<file path="config.mk">
export PLATFORM = sky130hd
export DESIGN_NAME = scgc_top
export DESIGN_NICKNAME = d
export VERILOG_FILES = /design/src/hw/scgc_pkg.sv /design/src/hw/scgc_top.sv
export SDC_FILE = /design/constraint.sdc
export NUM_CORES = 1
export LEC_CHECK = 0
export ABC_AREA = 1
export BUFFER_PORTS_ARGS = -buffer_cell sky130_fd_sc_hd__buf_4
export CAP_MARGIN = 20
export CORE_UTILIZATION = 40
export DETAILED_ROUTE_END_ITERATION = 6
export MAX_ROUTING_LAYER = met4
export PLACE_DENSITY = 0.58
export SLEW_MARGIN = 20
export SYNTH_ARGS = -nofsm -noshare
export SYNTH_HDL_FRONTEND = slang
export SYNTH_SLANG_ARGS = --single-unit
</file>
<file path="constraint.sdc">
create_clock -name sys_clk_i -period 8 [get_ports sys_clk_i]
set_clock_uncertainty 0.1 [all_clocks]
set_input_delay 1.2 -clock sys_clk_i [delete_from_list [all_inputs] [get_ports sys_clk_i]]
set_output_delay 1.2 -clock sys_clk_i [all_outputs]
set_load 0.005 [all_outputs]
</file>
<file path="src/hw/scgc_pkg.sv">
// scgc_pkg: constants and carrier types of the system clock generator control
package scgc_pkg;
  // register byte offsets, one aligned 32-bit word each, data in bits 15:0
  localparam logic [7:0] OFS_GEN_CTL1 = 8'h00;
  localparam logic [7:0] OFS_GEN_MULT = 8'h04;
  localparam logic [7:0] OFS_GEN_RDIV = 8'h08;
  localparam logic [7:0] OFS_GEN_ODIV = 8'h0C;
  localparam logic [7:0] OFS_CLK_CFG2 = 8'h10;
  localparam logic [7:0] OFS_PER_GATE1 = 8'h14;
  localparam logic [7:0] OFS_CPU_GATE = 8'h18;
  localparam logic [7:0] OFS_USB_OSC = 8'h1C;
  localparam logic [7:0] OFS_STATUS = 8'h20;
  // field positions beyond bit 0
  localparam int F_RD_BYPASS = 15;
  localparam int F_OD_ENABLE = 15;
  localparam int F_DOMAIN = 1;
  // reset values
  localparam logic RST_PLL_PD = 1'b1;
  localparam logic RST_MODE = 1'b0;
  localparam logic RST_USB_EN = 1'b0;
  localparam logic [7:0] RST_DOM_OFF = 8'h00;
  // offsets added to the ratio fields
  localparam logic [12:0] MULT_BASE = 13'h0004;
  localparam logic [12:0] RDIV_BASE = 13'h0004;
  localparam logic [12:0] ODIV_BASE = 13'h0001;
  // bypass hold time after a ratio change or power-up, 40 MHz clock
  localparam int LOCK_TIME_US = 4000;
  localparam int CLK_KHZ = 40000;
  localparam int LOCK_CYC = (LOCK_TIME_US * CLK_KHZ) / 1000;
  // rtc register window in i/o space
  localparam logic [15:0] RTC_WIN_LO = 16'h1900;
  localparam logic [15:0] RTC_WIN_HI = 16'h197F;
  // edges after reset release before the strap is trusted
  localparam logic [1:0] STRAP_SETTLE = 2'h2;
  // pin bit positions inside scgc_pins_t
  localparam int PIN_EXT = 0;
  localparam int PIN_RTC = 1;
  localparam int PIN_VCO = 2;
  localparam int PIN_STRAP = 3;
  localparam int PIN_RTCOK = 4;
  localparam int PIN_WAKE = 5;
  localparam int PIN_EXTERNAL_INTERRUPT_ZERO = 6;
  localparam int PIN_EXTERNAL_INTERRUPT_ONE = 7;
  localparam int PIN_RTCIRQ = 8;
  typedef enum logic [3:0] {
    SW_BYP = 4'b0001,
    SW_TOP = 4'b0010,
    SW_PLL = 4'b0100,
    SW_TOB = 4'b1000
  } scgc_sw_t;
  typedef struct packed {
    logic [7:0] address;
    logic read;
    logic write;
    logic [31:0] writedata;
    logic [3:0] byteenable;
  } scgc_avs_req_t;
  typedef struct packed {
    logic rtc_irq;
    logic external_interrupt_one;
    logic external_interrupt_zero;
    logic wakeup;
    logic rtc_osc_ok;
    logic ref_strap;
    logic pll_vco;
    logic rtc_clk;
    logic external_reference_input;
  } scgc_pins_t;
endpackage : scgc_pkg

</file>
<file path="src/hw/scgc_top.sv">
// scgc_top: system clock generator control, clock mux and top-level gating
// Behaviour
// [RQ1] reference is the external input or rtc oscillator, chosen by strap level
// [RQ2] board holds the reference strap fixed after reset release
// [RQ3] generator can be fully bypassed, reference forwarded as system clock
// [RQ4] usb oscillator can never become the system reference
// [RQ5] usb oscillator stays off after reset until software enables it
// [RQ6] rtc off means rtc idle and its i/o window not serviced
// [RQ7] writing one to pll_power_down stops the pll
// [RQ8] software selects bypass before powering the pll down
// [RQ9] failsafe refuses pll mode while the pll is powered down
// [RQ10] software keeps bypass for the whole pll power-down time
// [RQ11] master_clock_stop stops the main clock to cpu and peripherals
// [RQ12] wakeup, either external interrupt or rtc interrupt restarts it
// [RQ13] cpu_idle_gate gates the cpu clock once the cpu executes idle
// [RQ14] any unmasked interrupt restores the gated cpu clock
// [RQ15] bypass mode drives the system clock at the reference frequency
// [RQ16] pll mode clock is the multiplied and divided reference
// [RQ17] bypass and pll switching is glitch-free, no short pulses
// [RQ18] clock domains each have a software gate, re-enabled by software
// [RQ19] gated peripheral read returns last value or stalls
// [RQ20] reset sets pll_power_down and clears pll_mode_select
// [RQ21] software keeps bypass four ms after ratio changes before pll mode
// [RQ22] pll clock follows reference times (m+4), divided by ratios
// [RQ23] every gate enable changes only while its clock is low
`timescale 1ns/10ps
`default_nettype none
module scgc_top #(
  parameter int unsigned LOCK_CYCLES = scgc_pkg::LOCK_CYC
) (
  input wire logic sys_clk_i,
  input wire logic rst_n_i,
  input wire scgc_pkg::scgc_avs_req_t avs_req_i,
  output logic [31:0] avs_readdata_o,
  output logic avs_waitrequest_o,
  input wire scgc_pkg::scgc_pins_t pins_i,
  input wire logic cpu_idle_i,
  input wire logic cpu_irq_i,
  input wire logic io_req_i,
  input wire logic [15:0] io_addr_i,
  output logic main_system_clock_o,
  output logic cpu_clock_o,
  output logic [7:0] domain_clock_o,
  output logic pll_power_down_o,
  output logic pll_reference_clock_o,
  output logic [12:0] pll_multiplier_o,
  output logic usb_osc_enable_o,
  output logic rtc_enable_o,
  output logic rtc_select_o
);
  import scgc_pkg::*;

  // whole state of the block, registered in one place
  typedef struct packed {
    logic [8:0] s1;
    logic [8:0] s2;
    logic [1:0] strap_cnt;
    logic strap_done;
    logic ref_sel_rtc;
    logic pll_pd;
    logic mode;
    logic [11:0] mult;
    logic [11:0] rdr;
    logic rdbyp;
    logic [6:0] odr;
    logic oden;
    logic stop;
    logic [7:0] dom_off;
    logic idle_gate;
    logic usb_en;
    logic cpu_gated;
    scgc_sw_t st;
    logic mux;
    logic ref_prev;
    logic vco_prev;
    logic [12:0] rcnt;
    logic [12:0] ocnt;
    logic rclk;
    logic [12:0] pll_mul;
    logic m_en;
    logic c_en;
    logic [7:0] d_en;
    logic sys;
    logic cpu_clk;
    logic [7:0] dom_clk;
    logic [17:0] lock_cnt;
    logic settled;
    logic wreq;
    logic [31:0] rdata;
    logic rtc_run;
    logic rtc_sel;
  } scgc_state_t;

  scgc_state_t q;
  scgc_state_t d;
  logic req_any;
  logic want;
  logic bsrc;
  logic vco;
  logic psrc;
  logic wake_any;
  logic relock;
  logic [12:0] rd_n;
  logic [12:0] od_n;
  logic [15:0] cur;
  logic [15:0] wv;

  // next count of an edge divider, wraps to zero at the divisor
  function automatic logic [12:0] div_next(input logic [12:0] cnt, input logic [12:0] n);
    div_next = ((cnt + 13'h0001) >= n) ? 13'h0000 : cnt + 13'h0001;
  endfunction : div_next

  // only the two low byte lanes carry register bits
  function automatic logic [15:0] be_merge(input logic [15:0] old, input logic [31:0] wdat,
                                           input logic [3:0] be);
    be_merge = old;
    if (be[0]) be_merge[7:0] = wdat[7:0];
    if (be[1]) be_merge[15:8] = wdat[15:8];
  endfunction : be_merge

  // all next-state logic
  always_comb begin
    d = q;
    relock = 1'b0;
    req_any = avs_req_i.read | avs_req_i.write;
    // pins pass two flops; only s2 is ever looked at
    d.s1 = pins_i;
    d.s2 = q.s1;
    // strap caught once it has crossed both flops
    if (q.strap_cnt < STRAP_SETTLE) begin
      d.strap_cnt = q.strap_cnt + 2'h1;
    end else if (!q.strap_done) begin
      d.ref_sel_rtc = q.s2[PIN_STRAP]; // [RQ1]
      d.strap_done = 1'b1;
    end
    // only external and rtc references exist, the usb oscillator has no path here
    bsrc = q.ref_sel_rtc ? q.s2[PIN_RTC] : q.s2[PIN_EXT]; // [RQ1] [RQ4]
    vco = q.s2[PIN_VCO];
    want = q.mode & ~q.pll_pd; // [RQ9]
    wake_any = q.s2[PIN_WAKE] | q.s2[PIN_EXTERNAL_INTERRUPT_ZERO] | q.s2[PIN_EXTERNAL_INTERRUPT_ONE] | q.s2[PIN_RTCIRQ];

    // register read view, also the base for byte-lane merging
    case (avs_req_i.address)
      OFS_GEN_CTL1: cur = {15'h0000, q.pll_pd};
      OFS_GEN_MULT: cur = {4'h0, q.mult};
      OFS_GEN_RDIV: cur = {q.rdbyp, 3'h0, q.rdr};
      OFS_GEN_ODIV: cur = {q.oden, 8'h00, q.odr};
      OFS_CLK_CFG2: cur = {15'h0000, q.mode};
      OFS_PER_GATE1: cur = {7'h00, q.dom_off, q.stop};
      OFS_CPU_GATE: cur = {15'h0000, q.idle_gate};
      OFS_USB_OSC: cur = {15'h0000, q.usb_en};
      OFS_STATUS: cur = {9'h000, q.settled, q.s2[PIN_RTCOK], q.cpu_gated, q.stop,
                         q.ref_sel_rtc, q.strap_done, q.st == SW_PLL};
      default: cur = 16'h0000;
    endcase
    wv = be_merge(cur, avs_req_i.writedata, avs_req_i.byteenable);

    // one wait state: data is prepared in the first cycle, write lands in the second
    d.wreq = 1'b1;
    if (req_any && q.wreq) begin
      d.wreq = 1'b0;
      if (avs_req_i.read) d.rdata = {16'h0000, cur};
    end
    if (req_any && !q.wreq && avs_req_i.write) begin
      case (avs_req_i.address)
        OFS_GEN_CTL1: d.pll_pd = wv[0]; // [RQ7]
        OFS_GEN_MULT: begin
          d.mult = wv[11:0];
          relock = 1'b1;
        end
        OFS_GEN_RDIV: begin
          d.rdr = wv[11:0];
          d.rdbyp = wv[F_RD_BYPASS];
          relock = 1'b1;
        end
        OFS_GEN_ODIV: begin
          d.odr = wv[6:0];
          d.oden = wv[F_OD_ENABLE];
          relock = 1'b1;
        end
        OFS_CLK_CFG2: d.mode = wv[0];
        OFS_PER_GATE1: begin
          d.stop = wv[0]; // [RQ11]
          d.dom_off = wv[F_DOMAIN +: 8]; // [RQ18]
        end
        OFS_CPU_GATE: d.idle_gate = wv[0];
        OFS_USB_OSC: d.usb_en = wv[0]; // [RQ5]
        default: ;
      endcase
    end

    // pins wake the stopped master clock with no cpu help; wins over a write
    if (q.stop && wake_any) d.stop = 1'b0; // [RQ12]
    // an interrupt wins over a new idle so a wake is never lost
    if (cpu_irq_i) begin
      d.cpu_gated = 1'b0; // [RQ14]
    end else if (cpu_idle_i && q.idle_gate) begin
      d.cpu_gated = 1'b1; // [RQ13]
    end

    // reference divider on reference edges, bypassable
    rd_n = 13'(q.rdr) + RDIV_BASE;
    if (bsrc && !q.ref_prev) d.rcnt = div_next(q.rcnt, rd_n); // [RQ22]
    d.ref_prev = bsrc;
    d.rclk = q.rdbyp ? bsrc : (q.rcnt < (rd_n >> 1)); // [RQ22]
    d.pll_mul = 13'(q.mult) + MULT_BASE; // [RQ16] [RQ22]
    // output divider on pll edges; odd divisors give a non-50% duty cycle
    od_n = 13'(q.odr) + ODIV_BASE;
    if (vco && !q.vco_prev) d.ocnt = div_next(q.ocnt, od_n); // [RQ22]
    d.vco_prev = vco;
    psrc = (q.oden && (od_n != ODIV_BASE)) ? (q.ocnt < (od_n >> 1)) : vco; // [RQ16]

    // lock timer only reports; the switch itself is left to software
    if (q.pll_pd || relock) begin
      d.lock_cnt = 18'h00000;
      d.settled = 1'b0;
    end else if (q.lock_cnt >= 18'(LOCK_CYCLES)) begin
      d.settled = 1'b1; // [RQ21]
    end else begin
      d.lock_cnt = q.lock_cnt + 18'h00001;
    end

    // glitch-free mux: leave a source only while it is low, hold low, join the other low
    case (q.st)
      SW_BYP: begin
        d.mux = bsrc; // [RQ3] [RQ15]
        if (want && !bsrc) begin
          d.st = SW_TOP; // [RQ17]
          d.mux = 1'b0;
        end
      end
      SW_TOP: begin
        d.mux = 1'b0;
        if (!want && !bsrc) d.st = SW_BYP; // [RQ9]
        else if (want && !psrc) d.st = SW_PLL; // [RQ17]
      end
      SW_PLL: begin
        d.mux = psrc; // [RQ16]
        if (!want && !psrc) begin
          d.st = SW_TOB; // [RQ17]
          d.mux = 1'b0;
        end
      end
      SW_TOB: begin
        d.mux = 1'b0;
        if (!bsrc) d.st = SW_BYP; // [RQ17]
      end
      default: begin
        d.mux = 1'b0;
        d.st = SW_BYP;
      end
    endcase

    // gate enables move only while the muxed clock is low, so no pulse is cut
    if (!q.mux) begin
      d.m_en = ~q.stop; // [RQ23] [RQ11]
      d.c_en = ~q.cpu_gated; // [RQ23] [RQ13]
      d.d_en = ~q.dom_off; // [RQ23] [RQ18]
    end
    d.sys = q.mux & q.m_en;
    d.cpu_clk = q.mux & q.m_en & q.c_en;
    // a gated domain sees its clock held low, so its registers keep the last value
    d.dom_clk = {8{q.mux & q.m_en}} & q.d_en; // [RQ19]

    // rtc runs and its window answers only with the oscillator present
    d.rtc_run = q.s2[PIN_RTCOK]; // [RQ6]
    d.rtc_sel = io_req_i && (io_addr_i >= RTC_WIN_LO) && (io_addr_i <= RTC_WIN_HI)
                && q.s2[PIN_RTCOK]; // [RQ6]
  end

  // single state register, synchronous reset to constants
  always_ff @(posedge sys_clk_i) begin
    if (!rst_n_i) begin
      q <= '0;
      q.pll_pd <= RST_PLL_PD; // [RQ20]
      q.mode <= RST_MODE; // [RQ20]
      q.usb_en <= RST_USB_EN; // [RQ5]
      q.dom_off <= RST_DOM_OFF;
      q.st <= SW_BYP;
      q.wreq <= 1'b1;
      q.pll_mul <= MULT_BASE;
    end else begin
      q <= d;
    end
  end

  // every output straight from the state register
  assign avs_readdata_o = q.rdata;
  assign avs_waitrequest_o = q.wreq;
  assign main_system_clock_o = q.sys;
  assign cpu_clock_o = q.cpu_clk;
  assign domain_clock_o = q.dom_clk;
  assign pll_power_down_o = q.pll_pd;
  assign pll_reference_clock_o = q.rclk;
  assign pll_multiplier_o = q.pll_mul;
  assign usb_osc_enable_o = q.usb_en;
  assign rtc_enable_o = q.rtc_run;
  assign rtc_select_o = q.rtc_sel;
endmodule : scgc_top
`default_nettype wire

</file>
; After elaboration in Yosys (flattened, before gate mapping)
; Index checks and enable logic that the tools add are counted.
[word_totals]
regBits = 174
inputBits = 76
output_inout_bits = 61
elab_cells = 140
[classes]
addsub = 7
magnitude_cmp = 8
eq_ne = 17
n_mux = 18
bitwise_logic = 15
n_reduce_logical = 38
[ops]
columns = op, n
row1 = one-hot mux 16 bit (9 select lines), 1
row2 = two-way mux 33 bit, 1
row3 = equality test 8 x 5 -> 1 bit (second input constant), 4
row4 = adder 12 x 3 -> 13 bit (second input constant), 2
row5 = adder 13 x 1 -> 13 bit (second input constant), 2
row6 = two-way mux 13 bit, 2
row7 = one-hot mux 5 bit (4 select lines), 1
row8 = AND reduction 2 bit, 10
row9 = adder 18 x 1 -> 18 bit (second input constant), 1
row10 = greater-or-equal comparator 18 bit (second input constant), 1
row11 = equality test 8 x 4 -> 1 bit (second input constant), 2
row12 = greater-or-equal comparator 16 x 13 -> 1 bit (second input constant), 1
row13 = <= comparator 16 x 13 -> 1 bit (second input constant), 1
row14 = two-way mux 16 bit, 1
row15 = two-way mux 8 bit, 2
row16 = logical AND 1 bit, 15
row17 = greater-or-equal comparator 13 bit, 1
row18 = greater-or-equal comparator 13 x 8 -> 1 bit, 1
row19 = less-than comparator 13 x 12 -> 1 bit, 1
row20 = less-than comparator 13 x 7 -> 1 bit, 1
row21 = two-way mux 4 bit, 3
row22 = two-way mux 5 bit, 2
row23 = adder 7 x 1 -> 8 bit (second input constant), 1
row24 = AND 8 bit, 1
row25 = other kinds (23), 45

; Depth between registers and ports, before layout
[logic_depth]
depth_word = 9
ltp_mapped = 18

; Worst setup path before layout
; No wires, ideal clock.
[synth_path]
kind = register -> register
startpoint = register q[101] in the netlist's numbering
endpoint = register q[110] in the netlist's numbering
setup_ns = 0.070
arrival_time_ns = 2.520
t_required_ns = 7.830
slack_ns = 5.310
stages_incl_launch_ff = 18
path_buffers = 1
path_cell_list = dfxtp_1 -> ha_1 -> nand3_1 -> nor2_1 -> nand2_1 -> nor3_2 -> nand4_1 -> xor2_1 -> inv_1 -> ha_1 -> a21oi_1 -> o21ai_0 -> a21oi_1 -> nand3_1 -> nor2_1 -> buf_2 -> nand2_1 -> a21oi_1
[synth_between]
elab_chain_len = 3
[synth_lines]
columns = element, line_no
row1 = start: declaration, scgc_top.sv:94  ; scgc_state_t q;
row2 = adder 13 x 1 -> 13 bit *, scgc_top.sv:110  ; div_next = ((cnt + 13'h0001) >= n) ? 13'h0000 : cnt + 13'h0001;
row3 = greater-or-equal comparator 13 bit, scgc_top.sv:110
row4 = two-way mux 13 bit *, scgc_top.sv:110
; Mark *: on every way between the ends. The rest lies on a longest branch, timed or not.
; A chain may end at the register's enable or synchronous reset.

; Worst setup path in the final report
[layout_path]
startpoint = register q[101] in the netlist's numbering
endpoint = register q[102] in the netlist's numbering
; Same word-level chain as after synthesis.

==> impl_metrics.toml <==
[run_status]
outcome = "finished, final reports clean"

[critical_path]
cp.buffers_inverters = 1
critPathMostFrequentCell = "a21oi_1"
slowest_stage = "nor2_1"
startpoint_type = "register"
crit_type = "reg2reg"
critPathRequiredTime_ns = 8.25
cp_top_family = "simple AND/OR/NAND/NOR gates"
path_cells = "ha_1, nand3_1, nor2_1, nand2_1, nor3_2, nand4_1, xor2_1, inv_1, ha_1, a21oi_1, o21ai_0, a21oi_1, nand3_1, nor2_1, nand2_1, a21oi_1"
max_stage_delay_ns = 0.71
endpoint_kind = "register"
worstPathArrival_ns = 3.80
critPathMaxFanout = 13

[floorplanning]
rows = 53
core-area_um2 = 21300
die_width_um = 150
die_area_um2 = 22600
die_h_um = 150
initial_core_util = 0.414
io_pins = 137

[drt]
dr_total_vias = 7412
drc_errors = 0
dr.pass1.iters = 4
drt_iter0_markers = 414
ant_nets = 0
routed_wl_um = 20900
post_drt_wl_per_cell_um = 13.6
m1WireLength_um = 9920
vias_per_cell = 4.83
wl_met2_um = 10200
top_layer_used = "met4"
route.met3.wl_um = 617

[power_and_ir_drop]
p_comb_frac = 0.052
intPower_mw = 1.32
clkPwrFrac = 0.456
ir_drop_v = 0.000136
p_seq_frac = 0.492
swShare = 0.256
switching_power_mw = 0.455
total_power_mw = 1.78
leakagePower_nw = 4.55
p_per_area_nw_per_um2 = 178

[timing]
slew_headroom = 0.375
max_freq_mhz = 282
drv_slew = 0
rsz0062_at_grt = "no"
setup_violations = 0
period_share = 0.443
tns_ns = 0
hold_viol = 0
fin_crit_ns = 3.54
worstMarginPinSlew_ns = 0.934

[clock_network]
postCtsSetupBuffers = 0
cts_buffers = 17
post_cts_resized = 0
insertion_delay_ns = 0.43
cts_hold_buf = 0
clock-root-buffer = "clkbuf_16"
cts.sinks = 171
clockBufferDepth = 2
tritoncts = "done"
htree_num_levels = 4
cts.clk_slew.worst_paths_ns = 0.07

[place]
port_buffers = 89
dpl_cell_area_um2 = 9390
place_congestion = 0.841
dp_hpwl_um = 15800
dp.cells = 1501

[finish]
final_cell_count_no_fill = 1533
syn2layout_area_growth_pct = 13.1
layout_commonest_cell = "nand2_1"
layout_common_cells = "192 x nand2_1, 189 x inv_1, 171 x dfxtp_1"
layout-drive-gt1-share = 0.134
antenna_cells = 0
nNetsFinal = 1367
finalInstanceArea_um2 = 9970
postLayoutCoreUtil = 0.469

[logic_synthesis]
synthArstFlopShare = 0
synth.area.mux_share = 0.00837
synth_flop_cell = "dfxtp_1"
syn_inst = 1199
synth_xor_area_frac = 0.0258
synth_edf_count = 0
yosys_warnings = 0
synth_compound_area_frac = 0.161
ys_seq_area_frac = 0.388
syn_avg_cell_area_um2 = 7.35
synth_area_um2 = 8820
synth_top_family_by_area = "simple AND/OR/NAND/NOR gates"
yosysUniqueCellTypes = 45
ys_seq_elements = 171
synth-simple-area-share = 0.205
synth_fa_ha_area_frac = 0.0653

[global_routing]
grt_usage = 0.198
grt_max_degree = 64
grt_overflow = 0
grt_pass1_vias = 6813
antenna_found_initial = 0
grt_first_pass_wirelength_um = 34100

[min_path]
hp-class = "reg2reg"

[run]
maxCapViolCount = 0
==> worst register-to-register path: stages, from the launching register on <==
cell     delay (ns)
dfxtp_1        0.42
ha_1           0.22
nand3_1        0.13
nor2_1         0.11
nand2_1        0.10
nor3_2         0.23
nand4_1        0.16
xor2_1         0.16
inv_1          0.08
ha_1           0.31
a21oi_1        0.13
o21ai_0        0.11
a21oi_1        0.13
nand3_1        0.08
nor2_1         0.71
nand2_1        0.12
a21oi_1        0.16
==> layout make-up <==
cell class                 count  area (µm²)
multi-input combinational    763        4180
timing repair buffer          93         698
clock inverter                14         151
fill                        2140       11300
inverter                     199         747
sequential                   171        3420
tap                          275         344
clock buffer                  18         429
==> cells in the mapped netlist, types with 3 or more instances <==
library cell    n  area [µm²]
xnor2_1         5        43.8
nor2_1         83         312
inv_1         189         709
inv_2          10        37.5
o21bai_1        9        67.6
buf_4          53         398
nor4_1          5        31.3
nand2_2         5        31.3
nor3_1         25         125
nand4_1        17         106
xor2_1         21         184
o22ai_1        13        81.3
buf_2           4        20.0
clkbuf_1       22        82.6
mux2i_1         4        40.0
a21oi_1       122         611
nor3_2          9        90.1
nand3_2         4        40.0
o21ai_1        16        80.1
nor2_2          5        31.3
dfxtp_1       171        3420
nand2_1       192         721
nand3_1        52         260
o21ai_0        87         435
ha_1           46         576
o211ai_1        4        30.0
nor2_4          3        33.8
==> worst paths after layout <==
kind | startpoint | to | slack (ns) | depth (start not counted)
setup / recovery | q[101] | q[102] | 4.46 | 16
hold / removal | d[176] | d[1] | 0.31 | 2
setup reg to reg | q[101] | q[102] | 4.46 | 16
hold reg to reg | d[176] | d[1] | 0.31 | 2
==> metal layers <==
metal | vias to the layer above | track usage
met5 | - | -
met4 | 0 | 0.0551
met3 | 9 | 0.0318
met2 | 85 | 0.325
met1 | 3412 | 0.252
li1 | 3906 | -
==> kinds of logic (layout without fill, tap and decap cells) <==
| logic type | after synthesis | count (layout) |
|---|---|---|
| simple gates | 403 | 403 |
| other cells | 1 | 19 |
| fa+ha+maj | 46 | 46 |
| flops | 171 | 171 |
| buf+inv | 283 | 324 |
| xor+xnor | 26 | 26 |
| mux | 6 | 6 |
| compound gates | 263 | 263 |
==> power groups by stage <==
stage | combinational, mW | sequential, mW | clock, mW
2_1_floorplan | 0.0626 | 0.892 | 0
3_3_place_gp | 0.0918 | 0.894 | 0
3_5_place_dp | 0.0922 | 0.895 | 0
4_1_cts | 0.0927 | 0.875 | 0.832
5_1_grt | 0.103 | 0.876 | 0.871
6_report | 0.0916 | 0.874 | 0.811
==> state kept, by name, indices dropped and copies added (netlist names), 8 cells and up <==
name and count:
q 118, d 11, domain_clock_o 8, pll_multiplier_o 13, avs_readdata_o 13
==> through the flow <==
step,hold WS (ns),worst slack [ns]
2_1_floorplan,0.290,5.31
3_3_place_gp,0.294,4.53
3_5_place_dp,0.299,4.48
4_1_cts,0.315,4.45
5_1_grt,0.339,3.97
6_report,0.313,4.46
Power figures use the tool's default switching activity.
